## config.mk

```make
export PLATFORM = sky130hd
export DESIGN_NAME = cibl_control_input
export DESIGN_NICKNAME = d
export VERILOG_FILES = /design/src/rtl/cibl_pkg.sv /design/src/rtl/cibl_control_input.sv
export SDC_FILE = /design/constraint.sdc
export NUM_CORES = 1
export LEC_CHECK = 0
export CORE_AREA = 8 8 116 91
export CTS_CLUSTER_SIZE = 28
export DETAILED_ROUTE_END_ITERATION = 16
export DIE_AREA = 0 0 124 99
export DONT_BUFFER_PORTS = 1
export PLACE_DENSITY = 0.48
export RECOVER_POWER = 50
export SKIP_CTS_REPAIR_TIMING = 1
export SKIP_LAST_GASP = 1
export SYNTH_ARGS = -nofsm -noshare
export SYNTH_HDL_FRONTEND = slang
export SYNTH_SLANG_ARGS = --single-unit
```

## constraint.sdc

```tcl
create_clock -name aclk -period 3.1 [get_ports aclk]
set_input_delay 0 -clock aclk [delete_from_list [all_inputs] [get_ports aclk]]
set_output_delay 0 -clock aclk [all_outputs]
set_load 0.005 [all_outputs]
```

## src/rtl/cibl_pkg.sv

```systemverilog
package cibl_pkg;

    // ********************************************************************
    // Register map
    // ********************************************************************
    localparam logic [11:0] ADDR_SWITCH_BANK = 12'h000;
    localparam logic [11:0] ADDR_LINK_CFG    = 12'h004;
    localparam logic [11:0] ADDR_STATUS      = 12'h008;
    localparam logic [11:0] ADDR_STAGE_IN    = 12'h00c;

    localparam logic [7:0]  SWITCH_BANK_RST  = 8'h00;
    localparam logic        LINK_CFG_RST     = 1'b0;

    // ********************************************************************
    // Switch bank bit positions
    // ********************************************************************
    localparam int SW_BLK_OVERLOAD  = 0;
    localparam int SW_BLK_UNBAL     = 1;
    localparam int SW_BLK_UNDERCUR  = 2;
    localparam int SW_EXT_INHIBIT   = 3;
    localparam int SW_EXT_TRIP      = 4;
    localparam int SW_LATCH_OVL_HI  = 5;
    localparam int SW_LATCH_UNBAL2  = 6;
    localparam int SW_EXT_RESET     = 7;

    localparam logic [1:0] RESP_OKAY   = 2'h0;
    localparam logic [1:0] RESP_SLVERR = 2'h2;

    // ********************************************************************
    // Carrier types
    // ********************************************************************
    typedef struct packed {
        logic ovl_a;
        logic ovl_b;
        logic unbal_1;
        logic unbal_2;
        logic undercur;
    } cibl_stage_t;

    typedef struct packed {
        logic reset_btn;
        logic program_btn;
        logic display_blank;
    } cibl_panel_t;

endpackage : cibl_pkg

```

## src/rtl/cibl_control_input.sv

```systemverilog
// Decided for this implementation: the placing of the registers and the AXI4-Lite register port.
`timescale 1ns/10ps
module cibl_control_input (
    input  wire logic                 aclk,
    input  wire logic                 aresetn,
    input  wire logic [11:0]          s_axi_awaddr,
    input  wire logic                 s_axi_awvalid,
    output logic                      s_axi_awready,
    input  wire logic [31:0]          s_axi_wdata,
    input  wire logic [3:0]           s_axi_wstrb,
    input  wire logic                 s_axi_wvalid,
    output logic                      s_axi_wready,
    output logic [1:0]                s_axi_bresp,
    output logic                      s_axi_bvalid,
    input  wire logic                 s_axi_bready,
    input  wire logic [11:0]          s_axi_araddr,
    input  wire logic                 s_axi_arvalid,
    output logic                      s_axi_arready,
    output logic [31:0]               s_axi_rdata,
    output logic [1:0]                s_axi_rresp,
    output logic                      s_axi_rvalid,
    input  wire logic                 s_axi_rready,
    input  wire logic                 ext_control_input_one,
    input  wire cibl_pkg::cibl_stage_t stage_trip,
    input  wire cibl_pkg::cibl_panel_t panel,
    output cibl_pkg::cibl_stage_t     trip_out_ff,
    output logic                      trip_output_two_ff,
    output logic                      reconnect_inhibit_ext_ff,
    output logic                      relay_a_trip_ff,
    output logic                      module_reset_ff
);

    // ********************************************************************
    // Input synchronisers
    // ********************************************************************
    logic [2:0] ext_sync_ff;
    logic       ext_in_ff;
    logic [2:0] rst_btn_sync_ff;
    logic [2:0] prg_btn_sync_ff;
    logic [2:0] blank_sync_ff;
    logic       rst_btn_ff;
    logic       prg_btn_ff;
    logic       blank_ff;

    // Change counts only when stages two and three agree
    function automatic logic filt(input logic [2:0] s, input logic prev);
        return (s[1] == s[2]) ? s[2] : prev;
    endfunction : filt

    always_ff @(posedge aclk) begin
        if (!aresetn) begin
            ext_sync_ff <= 3'h0;
            ext_in_ff   <= 1'b0;
        end else begin
            ext_sync_ff <= {ext_sync_ff[1:0], ext_control_input_one};
            ext_in_ff   <= filt(ext_sync_ff, ext_in_ff);
        end
    end

    always_ff @(posedge aclk) begin
        if (!aresetn) begin
            rst_btn_sync_ff <= 3'h0;
            rst_btn_ff      <= 1'b0;
        end else begin
            rst_btn_sync_ff <= {rst_btn_sync_ff[1:0], panel.reset_btn};
            rst_btn_ff      <= filt(rst_btn_sync_ff, rst_btn_ff);
        end
    end

    always_ff @(posedge aclk) begin
        if (!aresetn) begin
            prg_btn_sync_ff <= 3'h0;
            prg_btn_ff      <= 1'b0;
        end else begin
            prg_btn_sync_ff <= {prg_btn_sync_ff[1:0], panel.program_btn};
            prg_btn_ff      <= filt(prg_btn_sync_ff, prg_btn_ff);
        end
    end

    always_ff @(posedge aclk) begin
        if (!aresetn) begin
            blank_sync_ff <= 3'h0;
            blank_ff      <= 1'b0;
        end else begin
            blank_sync_ff <= {blank_sync_ff[1:0], panel.display_blank};
            blank_ff      <= filt(blank_sync_ff, blank_ff);
        end
    end

    // ********************************************************************
    // Registers
    // ********************************************************************
    logic [7:0] first_input_switch_bank_ff;
    logic       link_ovl_a_ff;
    logic       aw_got_ff;
    logic       w_got_ff;
    logic [11:0] awaddr_ff;
    logic [31:0] wdata_ff;
    logic [3:0]  wstrb_ff;

    logic do_write;
    logic wr_bank;
    logic wr_link;

    assign do_write = aw_got_ff && w_got_ff && !s_axi_bvalid;

    // Every mapped word, read-only ones included, answers OKAY
    function automatic logic addr_known(input logic [11:0] a);
        return (a == cibl_pkg::ADDR_SWITCH_BANK) ||
               (a == cibl_pkg::ADDR_LINK_CFG) ||
               (a == cibl_pkg::ADDR_STATUS) ||
               (a == cibl_pkg::ADDR_STAGE_IN);
    endfunction : addr_known

    // Only the low byte lane carries settings
    assign wr_bank = do_write && wstrb_ff[0] && (awaddr_ff == cibl_pkg::ADDR_SWITCH_BANK);
    assign wr_link = do_write && wstrb_ff[0] && (awaddr_ff == cibl_pkg::ADDR_LINK_CFG);

    // ********************************************************************
    // Write channel
    // ********************************************************************
    always_ff @(posedge aclk) begin
        if (!aresetn) begin
            aw_got_ff     <= 1'b0;
            awaddr_ff     <= 12'h000;
            s_axi_awready <= 1'b0;
        end else begin
            s_axi_awready <= 1'b0;
            if (s_axi_awvalid && !aw_got_ff && !s_axi_awready) begin
                s_axi_awready <= 1'b1;
                aw_got_ff     <= 1'b1;
                awaddr_ff     <= s_axi_awaddr;
            end
            if (do_write) begin
                aw_got_ff <= 1'b0;
            end
        end
    end

    always_ff @(posedge aclk) begin
        if (!aresetn) begin
            w_got_ff     <= 1'b0;
            wdata_ff     <= 32'h0000_0000;
            wstrb_ff     <= 4'h0;
            s_axi_wready <= 1'b0;
        end else begin
            s_axi_wready <= 1'b0;
            if (s_axi_wvalid && !w_got_ff && !s_axi_wready) begin
                s_axi_wready <= 1'b1;
                w_got_ff     <= 1'b1;
                wdata_ff     <= s_axi_wdata;
                wstrb_ff     <= s_axi_wstrb;
            end
            if (do_write) begin
                w_got_ff <= 1'b0;
            end
        end
    end

    always_ff @(posedge aclk) begin
        if (!aresetn) begin
            s_axi_bvalid <= 1'b0;
            s_axi_bresp  <= cibl_pkg::RESP_OKAY;
        end else if (do_write) begin
            s_axi_bvalid <= 1'b1;
            s_axi_bresp  <= addr_known(awaddr_ff) ? cibl_pkg::RESP_OKAY
                                                  : cibl_pkg::RESP_SLVERR;
        end else if (s_axi_bready) begin
            s_axi_bvalid <= 1'b0;
        end
    end

    // Switch settings survive the module reset from input one; only aresetn
    // returns them to factory state, otherwise the reset could disable itself.
    always_ff @(posedge aclk) begin
        if (!aresetn) begin
            first_input_switch_bank_ff <= cibl_pkg::SWITCH_BANK_RST;
        end else if (wr_bank) begin
            first_input_switch_bank_ff <= wdata_ff[7:0];
        end
    end

    always_ff @(posedge aclk) begin
        if (!aresetn) begin
            link_ovl_a_ff <= cibl_pkg::LINK_CFG_RST;
        end else if (wr_link) begin
            link_ovl_a_ff <= wdata_ff[0];
        end
    end

    // ********************************************************************
    // Control logic
    // ********************************************************************
    logic [7:0] sw;
    logic       blk_ovl;
    logic       blk_unb;
    logic       blk_und;
    logic       ext_rst;
    logic       btn_clear;
    logic       ovl_b_latch_ff;
    logic       unbal_2_latch_ff;
    logic       ovl_b_gated;
    logic       unbal_2_gated;

    assign sw      = first_input_switch_bank_ff;
    assign blk_ovl = ext_in_ff && sw[cibl_pkg::SW_BLK_OVERLOAD];
    assign blk_unb = ext_in_ff && sw[cibl_pkg::SW_BLK_UNBAL];
    assign blk_und = ext_in_ff && sw[cibl_pkg::SW_BLK_UNDERCUR];
    assign ext_rst = ext_in_ff && sw[cibl_pkg::SW_EXT_RESET];
    // Both buttons, or program alone with the display dark
    assign btn_clear = (rst_btn_ff && prg_btn_ff) || (prg_btn_ff && blank_ff);

    assign ovl_b_gated   = stage_trip.ovl_b && !blk_ovl;
    assign unbal_2_gated = stage_trip.unbal_2 && !blk_unb;

    // ********************************************************************
    // Trip latches
    // ********************************************************************
    // A live trip wins over a clear in the same cycle
    always_ff @(posedge aclk) begin
        if (!aresetn) begin
            ovl_b_latch_ff <= 1'b0;
        end else if (ovl_b_gated && sw[cibl_pkg::SW_LATCH_OVL_HI]) begin
            ovl_b_latch_ff <= 1'b1;
        end else if (btn_clear || ext_rst || !sw[cibl_pkg::SW_LATCH_OVL_HI]) begin
            ovl_b_latch_ff <= 1'b0;
        end
    end

    always_ff @(posedge aclk) begin
        if (!aresetn) begin
            unbal_2_latch_ff <= 1'b0;
        end else if (unbal_2_gated && sw[cibl_pkg::SW_LATCH_UNBAL2]) begin
            unbal_2_latch_ff <= 1'b1;
        end else if (btn_clear || ext_rst || !sw[cibl_pkg::SW_LATCH_UNBAL2]) begin
            unbal_2_latch_ff <= 1'b0;
        end
    end

    // ********************************************************************
    // Outputs
    // ********************************************************************
    always_ff @(posedge aclk) begin
        if (!aresetn) begin
            trip_out_ff <= '0;
        end else begin
            trip_out_ff.ovl_a    <= stage_trip.ovl_a && !blk_ovl;
            trip_out_ff.ovl_b    <= (ovl_b_gated || ovl_b_latch_ff) && !ext_rst;
            trip_out_ff.unbal_1  <= stage_trip.unbal_1 && !blk_unb;
            trip_out_ff.unbal_2  <= (unbal_2_gated || unbal_2_latch_ff) && !ext_rst;
            trip_out_ff.undercur <= stage_trip.undercur && !blk_und;
        end
    end

    always_ff @(posedge aclk) begin
        if (!aresetn) begin
            trip_output_two_ff <= 1'b0;
        end else begin
            trip_output_two_ff <= link_ovl_a_ff && stage_trip.ovl_a && !blk_ovl;
        end
    end

    always_ff @(posedge aclk) begin
        if (!aresetn) begin
            reconnect_inhibit_ext_ff <= 1'b0;
        end else begin
            reconnect_inhibit_ext_ff <= ext_in_ff && sw[cibl_pkg::SW_EXT_INHIBIT];
        end
    end

    always_ff @(posedge aclk) begin
        if (!aresetn) begin
            relay_a_trip_ff <= 1'b0;
        end else begin
            // Trip indication for this path belongs to the external relay
            relay_a_trip_ff <= ext_in_ff && sw[cibl_pkg::SW_EXT_TRIP];
        end
    end

    always_ff @(posedge aclk) begin
        if (!aresetn) begin
            module_reset_ff <= 1'b0;
        end else begin
            module_reset_ff <= ext_rst;
        end
    end

    // ********************************************************************
    // Read channel
    // ********************************************************************
    logic [31:0] status_word;
    logic [31:0] stage_word;

    // Live flags, so software sees what the output pins are doing
    assign status_word = {26'h000_0000, module_reset_ff, relay_a_trip_ff,
                          reconnect_inhibit_ext_ff, unbal_2_latch_ff,
                          ovl_b_latch_ff, ext_in_ff};
    assign stage_word  = {26'h000_0000, trip_output_two_ff, trip_out_ff};

    always_ff @(posedge aclk) begin
        if (!aresetn) begin
            s_axi_arready <= 1'b0;
            s_axi_rvalid  <= 1'b0;
            s_axi_rdata   <= 32'h0000_0000;
            s_axi_rresp   <= cibl_pkg::RESP_OKAY;
        end else begin
            s_axi_arready <= 1'b0;
            if (s_axi_rvalid && s_axi_rready) begin
                s_axi_rvalid <= 1'b0;
            end
            if (s_axi_arvalid && !s_axi_arready && !s_axi_rvalid) begin
                s_axi_arready <= 1'b1;
                s_axi_rvalid  <= 1'b1;
                s_axi_rresp   <= cibl_pkg::RESP_OKAY;
                unique case (s_axi_araddr)
                    cibl_pkg::ADDR_SWITCH_BANK: s_axi_rdata <= {24'h0, sw};
                    cibl_pkg::ADDR_LINK_CFG:    s_axi_rdata <= {31'h0, link_ovl_a_ff};
                    cibl_pkg::ADDR_STATUS:      s_axi_rdata <= status_word;
                    cibl_pkg::ADDR_STAGE_IN:    s_axi_rdata <= stage_word;
                    default: begin
                        s_axi_rdata <= 32'h0000_0000;
                        s_axi_rresp <= cibl_pkg::RESP_SLVERR;
                    end
                endcase
            end
        end
    end

endmodule : cibl_control_input

```

# Word-level counts from Yosys, hierarchy flattened
# Cells that the tools add are included.
# classes
n_eq_ne	10
n_mux	14
n_bitwise	1
reduce_logical	61
# op_table
operator	count
equality test 12 x 4 -> 1 bit (second input constant)	4
case mux 8 bit (4 select lines)	1
logical AND 1 bit	31
equality test 12 x 3 -> 1 bit (second input constant)	2
zero test 12 bit	2
zero test 1 bit	13
two-way mux 1 bit	11
logical OR 1 bit	9
nonzero test 2 bit	4
equality test 1 bit	4
two-way mux 2 bit	2
OR reduction 4 bit	1
OR reduction 2 bit	1
NOT 1 bit	1
# totals
register_bits	100
inputBits	76
out_inout_bits	50
elab_cells	120

# Longest topological paths before layout
# Gate-level depths: netlist of the first run.
# logic_depth
ltp_word	6
ltp_mapped	5
mapped_depth_nobuf	3

# Worst setup path after synthesis of the first run
# OpenSTA, ideal clock, no wires.
# synth_path
path_type	reg-to-reg
start	reg awaddr_ff[6]
end	reg first_input_switch_bank_ff[0]
setup_time_ns	0.072
arrival_time_ns	1.650
t_required_ns	3.028
slack_ns	1.378
stages_incl_launch_ff	4
n_path_buf	0
period_less_slack_ns	1.722
cell_sequence	dfxtp_1 -> or4_4 -> nor4_4 -> mux2i_1
# synth_via
elab_chain_cells	2
# synth_rtl
element	line	text
start, declared	cibl_control_input.sv:97	logic [11:0] awaddr_ff;
start signal, assigned	cibl_control_input.sv:132	awaddr_ff <= s_axi_awaddr;
zero test 12 bit	cibl_control_input.sv:116	assign wr_bank = do_write && wstrb_ff[0] && (awaddr_ff == cibl_pkg::ADDR_SWITCH_BANK);
logical AND 1 bit	cibl_control_input.sv:116	
end signal, assigned	cibl_control_input.sv:177	first_input_switch_bank_ff <= cibl_pkg::SWITCH_BANK_RST;
end signal, assigned	cibl_control_input.sv:179	first_input_switch_bank_ff <= wdata_ff[7:0];
end, declared	cibl_control_input.sv:93	logic [7:0] first_input_switch_bank_ff;
# Every way passes these cells.
# A chain may end at the register's enable or synchronous reset.

# Final worst setup path of the first run
# layout_path
start	reg s_axi_rvalid
end	reg s_axi_rdata[7]
# layout_via
elab_chain_cells	2
# layout_rtl
element	line	text
start, declared	cibl_control_input.sv:21	output logic s_axi_rvalid,
start signal, assigned	cibl_control_input.sv:303	s_axi_rvalid <= 1'b0;
start signal, assigned	cibl_control_input.sv:309	s_axi_rvalid <= 1'b0;
start signal, assigned	cibl_control_input.sv:313	s_axi_rvalid <= 1'b1;
zero test 1 bit	cibl_control_input.sv:311	if (s_axi_arvalid && !s_axi_arready && !s_axi_rvalid) begin
logical AND 1 bit	cibl_control_input.sv:311	
end signal, assigned	cibl_control_input.sv:316	cibl_pkg::ADDR_SWITCH_BANK: s_axi_rdata <= {24'h0, sw};
end signal, assigned	cibl_control_input.sv:317	cibl_pkg::ADDR_LINK_CFG: s_axi_rdata <= {31'h0, link_ovl_a_ff};
end signal, assigned	cibl_control_input.sv:318	cibl_pkg::ADDR_STATUS: s_axi_rdata <= status_word;
end, declared	cibl_control_input.sv:19	output logic [31:0] s_axi_rdata,
# Every way passes these cells.

==> results of run 1 <==
## Yosys cell counts, drive strengths merged
master	instances
dfxtp	74
nand2	50
buf	27
mux2i	23
a21boi	17
and2	17
clkbuf	15
o21ai	11
nor2b	10
nand3	7
nor2	7
a21oi	6
a22o	6
and3	5
nor4	5
nor3b	4
a32oi	2
inv	2
nand2b	2
o41ai	2
or3b	2
or4	2
and3b	1
and4	1
conb	1
mux4	1
nand4	1
nand4b	1
nand4bb	1
o211a	1
o21a	1
or4b	1
## cell families (layout without fill, tap and decap cells)
kind of cell | after synthesis | after routing | share of synthesized area [%]
other | 1 | 26 | 0.1271
AND/OR/NAND/NOR | 117 | 117 | 21.42
flip-flops | 74 | 74 | 50.21
multiplexers | 24 | 24 | 8.567
AO/OA/AOI/OAI | 46 | 46 | 10.77
buffers and inverters | 44 | 60 | 8.906
## worst max-delay path by stage
| stage | startpoint | endpoint | slack, ns | depth (start not counted) |
|---|---|---|---|---|
| floorplan | awaddr_ff[6] | first_input_switch_bank_ff[0] | 1.38 | 3 |
| global placement | awaddr_ff[6] | first_input_switch_bank_ff[7] | 1.18 | 3 |
| detailed placement | awaddr_ff[6] | first_input_switch_bank_ff[1] | 1.16 | 3 |
| CTS | awaddr_ff[6] | first_input_switch_bank_ff[1] | 1.15 | 3 |
| global route | s_axi_rvalid | s_axi_rdata[7] | 0.84 | 4 |
| finish | s_axi_rvalid | s_axi_rdata[7] | 1.14 | 4 |
## power groups by stage
stage               Combinational (mW)  Sequential [mW]  Clock, mW
floorplan                        0.129             1.03          0
global placement                 0.107             1.03          0
detailed placement               0.108             1.03          0
CTS                              0.108             1.01       1.08
global route                     0.186             1.02       1.12
finish                           0.166             1.01       1.04
## worst register-to-register path, delay by kind of cell (launching register included)
kind,cells,cell delay (ns)
flip-flops,1,0.34
AO/OA/AOI/OAI,1,0.35
AND/OR/NAND/NOR,2,0.63
buffers and inverters,1,0.59
## routing by layer
layer	routed length, µm	share of wire (%)
met5	0	0
met4	79	1.2
met3	569	8.4
met2	2992	44
met1	3127	46
## flip-flops by register name, summed over array words and instances, names as in the netlist, 3 cells and up
signal and count:
prg_btn_sync_ff 3, ext_sync_ff 3, awaddr_ff 12, blank_sync_ff 3, trip_out_ff 5, s_axi_rdata 8
rst_btn_sync_ff 3, wdata_ff 8, first_input_switch_bank_ff 8
## cell type report
| type | count | area, µm² | area share, % |
|---|---|---|---|
| clock buffers | 14 | 264.0 | 7.196 |
| clock inverters | 2 | 35.03 | 0.9550 |
| inverters | 2 | 7.507 | 0.2046 |
| multi-input cells | 213 | 1305 | 35.57 |
| flip-flops and latches | 74 | 1481 | 40.38 |
| well taps | 112 | 140.1 | 3.820 |
| repair buffers | 42 | 435.4 | 11.87 |
## metrics by stage
step                      utilization, %  worst slack, ns  hold slack (ns)  std cells  area, µm²
after floorplan                        -            1.378           0.1161        331       3044
after global placement             33.49            1.176           0.1115        402       2942
after detailed placement           33.49            1.164           0.1138        402       2942
after CTS                          36.89            1.154          -0.2446        418       3241
after global routing               41.77           0.8425         0.001632        459       3669
final                              41.77            1.144         -0.05994        459       3669
==> impl_metrics.env, run 1 <==
export IMPL_status="complete, but fails checks"
export IMPL_violations="hold timing"
export IMPL_rows=30
export IMPL_critPathArrivalTime_ns=2.23
export IMPL_grt_pass1_wl_mm=10.03
export IMPL_synth_top_area_share_pct=50.21
export IMPL_grt_max_degree=74
export IMPL_clockBufferDepth=2
export IMPL_cpLargestDelayFamily="simple AND/OR/NAND/NOR gates"
export IMPL_p_sw_share_pct=21.38
export IMPL_area_delta_synth_final_pct=24.34
export IMPL_path_buf_inv=1
export IMPL_final_nets=418
export IMPL_r2r_start="s_axi_rvalid"
export IMPL_synthCells=306
export IMPL_firstDrtPassIters=4
export IMPL_layout_commonest_cell="dfxtp_1"
export IMPL_max_slew_margin_pct=32.57
export IMPL_synth_largest_area_cell="dfxtp_1"
export IMPL_dp_hpwl_mm=4.655
export IMPL_viasPerCell=4.573
export IMPL_top_usage_layer="met2"
export IMPL_cts_tree="built"
export IMPL_rsz0062_at_grt="no"
export IMPL_fin_crit_sh_pct=63.09
export IMPL_setup_viol=0
export IMPL_routedWlPerCell_um=14.75
export IMPL_synth_area_um2=2950
export IMPL_maxCapViolCount=0
export IMPL_fillers=907
export IMPL_reg2reg_depth=4
export IMPL_whs_ns=-0.05994
export IMPL_avgSynthCellArea_um2=9.642
export IMPL_routed_wl_mm=6.769
export IMPL_grt_ovfl_total=0
export IMPL_final_cell_mix="dfxtp_1, nand2_1, dlygate4sd3_1"
export IMPL_whs_path_depth=3
export IMPL_critPathMaxFanout=4
export IMPL_finalPower_mw=2.215
export IMPL_synth_area_top_cells="dfxtp_1, mux2i_1, buf_4"
export IMPL_route_vias_total=2099
export IMPL_htree_levels=3
export IMPL_cts_buffers=9
export IMPL_p_clk_share_pct=46.8
export IMPL_worstSkewPairLatency_ns=0.33
export IMPL_switching_power_mw=0.4735
export IMPL_ant_nets=0
export IMPL_ir_drop_mv=0.3465
export IMPL_antenna_found_initial=0
export IMPL_critPathLaunchType="register"
export IMPL_drtIter0Drc=95
export IMPL_endpoint_kind="register"
export IMPL_powerDensity_nw_per_um2=603.7
export IMPL_pwr_share_comb_pct=7.5
export IMPL_hold_violations=2
export IMPL_grt_use_met2_pct=15.44
export IMPL_cp_cell_sequence="nor3b_1, nand4_1, o41ai_1, dlygate4sd3_1"
export IMPL_required_ns=3.37
export IMPL_finalCriticalPeriod_ns=1.956
export IMPL_drive_above_1_share_pct=6.340
export IMPL_holdPathEnd="s_axi_rdata[4]"
export IMPL_die_area_um2=12280
export IMPL_fin_skew_ns=0.004846
export IMPL_ys_seq_area_share_pct=50.21
export IMPL_hold_start="s_axi_araddr[2]"
export IMPL_cts_sinks=74
export IMPL_grt_usage_pct=10.74
export IMPL_r2r_end="s_axi_rdata[7]"
export IMPL_slowest_delay_ns=0.59
export IMPL_worstHoldPathType="in2reg"
export IMPL_die_x_um=124
export IMPL_worstSetupPathType="reg2reg"
export IMPL_p_seq_share_pct=45.7
export IMPL_globalplace_congestion=0.6881
export IMPL_r2r_setup_slack_ns=1.14
export IMPL_cts_root_buf="clkbuf_16"
export IMPL_leakagePower_nw=1.411
export IMPL_drc_errors=0
export IMPL_p_int_mw=1.741
export IMPL_die_h_um=99
export IMPL_first_global_vias=1887
export IMPL_core_um2=8783
export IMPL_port_buffers=0
export IMPL_antennaDiodeCount=0
export IMPL_max_freq_ghz=0.5113
export IMPL_worst_slew_pin_slew_ns=1.007
export IMPL_slowest_stage="dlygate4sd3_1"
export IMPL_use_met1_pct=12.90
export IMPL_ys_warn_count=0
export IMPL_ys_types=35
export IMPL_path_clk_slew_ns=0.05
export IMPL_synth_seq_cells=74
export IMPL_met3_usage_pct=6.343
export IMPL_pin_count=126
export IMPL_initial_utilization_pct=33.59
export IMPL_drv_slew=0
export IMPL_finalSetupTns_ns=0
No activity file was read; power rests on OpenSTA's default activity.
==> inputs of run 2 (changes only) <==
Clock period 3.1 ns to 1.9 ns, I/O delays scaled along.
==> impl_metrics.env, run 2 (synthesized netlist as in run 1, its figures left out) <==
export IMPL_endpoint_kind="register"
export IMPL_worstSkewPairLatency_ns=0.34
export IMPL_required_ns=2.16
export IMPL_violations="hold timing"
export IMPL_initial_utilization_pct=33.59
export IMPL_path_clk_slew_ns=0.06
export IMPL_globalplace_congestion=0.6810
export IMPL_routedWlPerCell_um=15.04
export IMPL_worstHoldPathType="in2reg"
export IMPL_rows=30
export IMPL_cts_buffers=9
export IMPL_finalSetupTns_ns=0
export IMPL_slowest_delay_ns=0.57
export IMPL_whs_ns=-0.05497
export IMPL_final_nets=424
export IMPL_die_x_um=124
export IMPL_critPathArrivalTime_ns=1.93
export IMPL_drv_slew=0
export IMPL_cp_cell_sequence="or4_4, nor4_4, buf_4, mux2i_1"
export IMPL_area_delta_synth_final_pct=26.55
export IMPL_route_vias_total=2150
export IMPL_grt_ovfl_total=0
export IMPL_die_h_um=99
export IMPL_critPathLaunchType="register"
export IMPL_cts_sinks=74
export IMPL_ir_drop_mv=0.5261
export IMPL_critPathMaxFanout=8
export IMPL_p_sw_share_pct=22.44
export IMPL_rsz0062_at_grt="no"
export IMPL_switching_power_mw=0.8249
export IMPL_top_register="awaddr_ff"
export IMPL_max_slew_margin_pct=50.44
export IMPL_routed_wl_mm=6.995
export IMPL_core_um2=8783
export IMPL_port_buffers=0
export IMPL_pwr_share_comb_pct=7.6
export IMPL_fin_skew_ns=0.007434
export IMPL_reg2reg_depth=4
export IMPL_cts_root_buf="clkbuf_16"
export IMPL_drive_above_1_share_pct=7.649
export IMPL_drtIter0Drc=86
export IMPL_grt_pass1_wl_mm=10.29
export IMPL_p_seq_share_pct=44.9
export IMPL_slowest_stage="or4_4"
export IMPL_antenna_found_initial=0
export IMPL_maxCapViolCount=0
export IMPL_leakagePower_nw=1.435
export IMPL_htree_levels=3
export IMPL_worstSetupPathType="reg2reg"
export IMPL_setup_viol=0
export IMPL_worst_slew_pin_slew_ns=0.7434
export IMPL_hold_violations=3
export IMPL_die_area_um2=12280
export IMPL_p_clk_share_pct=47.5
export IMPL_firstDrtPassIters=4
export IMPL_clockBufferDepth=2
export IMPL_final_cell_mix="dfxtp_1, nand2_1, dlygate4sd3_1"
export IMPL_drc_errors=0
export IMPL_antennaDiodeCount=0
export IMPL_viasPerCell=4.624
export IMPL_status="complete, but fails checks"
export IMPL_grt_max_degree=74
export IMPL_grt_usage_pct=11.00
export IMPL_cts_tree="built"
export IMPL_dp_hpwl_mm=4.723
export IMPL_powerDensity_nw_per_um2=984.5
export IMPL_p_int_mw=2.851
export IMPL_layout_commonest_cell="dfxtp_1"
export IMPL_first_global_vias=2018
export IMPL_ant_nets=0
export IMPL_largest_reg_flops=12
export IMPL_finalCriticalPeriod_ns=1.668
export IMPL_pin_count=126
export IMPL_max_freq_ghz=0.5996
export IMPL_whs_path_depth=3
export IMPL_fin_crit_sh_pct=87.78
[run 2: cell type report]
| type | instances | area [µm²] |
|---|---|---|
| sequential | 74 | 1481 |
| timing repair buffer | 48 | 484.2 |
| tap | 112 | 140.1 |
| clock buffer | 11 | 252.7 |
| inverter | 2 | 7.507 |
| clock inverter | 5 | 62.56 |
| fill | 894 | 5050 |
| multi-input combinational | 213 | 1305 |
[run 2: metal layers]
metal  routed length [µm]  global-route usage (%)  vias to the layer above  part of all wire (%)
met2                 3208                   17.04                       62                    46
met5                    0                       0                        -                     0
met1                 3069                   12.52                      995                    44
li1                     -                       -                     1082                     -
met3                  594                   5.486                       11                   8.5
met4                  123                   4.653                        0                   1.8
[run 2: critical path, delay by kind of cell (launching register included)]
kind          cells  cell delay, ns
simple gates      2            0.85
buf+inv           1            0.23
mux               1            0.20
flops             1            0.31
[run 2: worst paths after layout]
kind	slack, ns	from	end
worst min-delay path	-0.05	s_axi_araddr[3]	s_axi_rdata[4]
worst min register to register	0.43	rst_btn_sync_ff[0]	rst_btn_sync_ff[1]
worst max-delay path	0.23	awaddr_ff[6]	first_input_switch_bank_ff[4]
worst max register to register	0.23	awaddr_ff[6]	first_input_switch_bank_ff[4]
[run 2: through the flow]
stage               area, µm²  utilization [%]  setup WS [ns]  power [mW]  cells
detailed placement       2964            33.75         0.2233       1.866    405
CTS                      3279            37.34         0.2109       3.640    421
finish                   3734            42.51         0.2321       3.676    465
floorplan                3044                -         0.1784       1.884    331
global route             3734            42.51         0.1037       3.846    465
global placement         2964            33.75         0.2437       1.862    405
[run 2: power by group through the flow]
stage / combinational [mW] / sequential (mW) / clock (mW)
2_1_floorplan: 0.211 / 1.67 / 0
5_1_grt: 0.315 / 1.66 / 1.87
3_3_place_gp: 0.176 / 1.69 / 0
6_report: 0.278 / 1.65 / 1.75
3_5_place_dp: 0.179 / 1.69 / 0
4_1_cts: 0.180 / 1.65 / 1.81
==> inputs of run 3 (changes only) <==
Settings changed: PLACE_DENSITY 0.48 to 0.5.
Clock period 1.9 ns to 1.5 ns, I/O delays scaled along.
==> impl_metrics.env, run 3 (synthesized netlist as in run 1, its figures left out) <==
export IMPL_max_freq_ghz=0.6030
export IMPL_critPathMaxFanout=8
export IMPL_max_slew_margin_pct=66.42
export IMPL_initial_utilization_pct=33.59
export IMPL_rsz0062_at_grt="yes"
export IMPL_whs_ns=-0.1831
export IMPL_status="complete, but fails checks"
export IMPL_globalplace_congestion=0.7236
export IMPL_critPathArrivalTime_ns=1.91
export IMPL_first_global_vias=1992
export IMPL_antenna_found_initial=0
export IMPL_htree_levels=3
export IMPL_endpoint_kind="register"
export IMPL_pin_count=126
export IMPL_hold_violations=42
export IMPL_largest_reg_flops=12
export IMPL_fin_skew_ns=0.005574
export IMPL_die_x_um=124
export IMPL_cts_sinks=74
export IMPL_worst_slack_ns=-0.1585
export IMPL_worstSetupPathType="reg2reg"
export IMPL_grt_max_degree=74
export IMPL_drc_errors=0
export IMPL_critPathLaunchType="register"
export IMPL_cts_root_buf="clkbuf_16"
export IMPL_leakagePower_nw=1.495
export IMPL_violations="hold timing, setup timing"
export IMPL_powerDensity_nw_per_um2=1134
export IMPL_ant_nets=0
export IMPL_port_buffers=0
export IMPL_final_util_pct=44.40
export IMPL_worst_slew_pin_slew_ns=0.5038
export IMPL_worstHoldPathType="in2reg"
export IMPL_top_register="awaddr_ff"
export IMPL_final_nets=445
export IMPL_worstSkewPairLatency_ns=0.33
export IMPL_clockBufferDepth=2
export IMPL_grt_pass1_wl_mm=10.59
export IMPL_die_h_um=99
export IMPL_routed_wl_mm=7.017
export IMPL_dpl_cell_count=410
export IMPL_grt_usage_pct=10.97
export IMPL_drv_slew=0
export IMPL_layout_commonest_cell="dfxtp_1"
export IMPL_finalSetupTns_ns=-1.222
export IMPL_viasPerCell=4.539
export IMPL_finalPower_mw=4.423
export IMPL_required_ns=1.75
export IMPL_final_cell_mix="dfxtp_1, dlygate4sd3_1, nand2_1"
export IMPL_regArea_um2=1481
export IMPL_cp_cell_sequence="or4_4, nor4_4, buf_12, mux2i_1"
export IMPL_fin_crit_sh_pct=110.6
export IMPL_cts_buffers=9
export IMPL_multi_input_area_um2=1319
export IMPL_finalCriticalPeriod_ns=1.658
export IMPL_firstDrtPassIters=4
export IMPL_area_delta_synth_final_pct=32.19
export IMPL_slowest_stage="or4_4"
export IMPL_rows=30
export IMPL_grt_ovfl_total=0
export IMPL_die_area_um2=12280
export IMPL_cts_tree="built"
export IMPL_drive_above_1_share_pct=8.556
export IMPL_fillers=890
export IMPL_fin_cells=486
export IMPL_path_clk_slew_ns=0.06
export IMPL_setup_viol=9
export IMPL_core_um2=8783
export IMPL_antennaDiodeCount=0
export IMPL_route_vias_total=2206
export IMPL_routedWlPerCell_um=14.44
export IMPL_slowest_delay_ns=0.57
export IMPL_maxCapViolCount=0
export IMPL_dp_hpwl_mm=4.791
export IMPL_drtIter0Drc=108
export IMPL_ir_drop_mv=0.4995
## run 3: changes by cell type in the layout (fill, tap and decap cells not counted), moves of 2 or more
cell / before / now
and2_0: 9 / 2
clkbuf_1: 1 / 3
clkinvlp_4: 2 / 4
clkinv_4: 2 / 0
and2_1: 8 / 14
dlygate4sd3_1: 43 / 60
## run 3: final cells by class
cell class,instances,share of cell area (%)
clock buffers,11,6.224
clock inverters,5,0.9945
inverters,2,0.1925
multi-input cells,213,33.81
flip-flops and latches,74,37.99
well taps,112,3.593
repair buffers,69,17.20
## run 3: path summary, 6_finish.rpt
| kind | end | startpoint | slack (ns) | cells after the start |
|---|---|---|---|---|
| setup / recovery | first_input_switch_bank_ff[3] | awaddr_ff[6] | -0.16 | 4 |
| hold / removal | s_axi_rresp[1] | aresetn | -0.18 | 1 |
| setup reg to reg | first_input_switch_bank_ff[3] | awaddr_ff[6] | -0.16 | 4 |
| hold reg to reg | awaddr_ff[4] | awaddr_ff[4] | 0.47 | 2 |
## run 3: power by group
group          internal [mW]  switching (mW)  total, mW
clock                   1.17           0.829       2.00
sequential              2.04          0.0481       2.09
combinational          0.186           0.147      0.333
total                   3.40            1.02       4.42
## run 3: per-stage QoR
step           worst slack (ns)  area (µm²)
2_1_floorplan           -0.2211        3044
3_3_place_gp            -0.1723        3014
3_5_place_dp            -0.1529        3014
4_1_cts                 -0.1724        3296
5_1_grt                 -0.2589        3900
6_report                -0.1585        3900
## run 3: layer usage
layer | global-route usage, % | part of all wire (%) | vias up | wire length [µm]
li1 | - | - | 1118 | -
met1 | 13.62 | 45 | 1021 | 3141
met2 | 16.38 | 45 | 58 | 3158
met3 | 4.743 | 8.9 | 9 | 622
met4 | 4.106 | 1.4 | 0 | 95
met5 | 0 | 0 | - | 0
## run 3: critical path: cells and delay by family, from the launching register on
kind	cells	cell delay [ns]
muxes	1	0.18
and+or+nand+nor	2	0.92
DFF	1	0.30
buffers and inverters	1	0.18
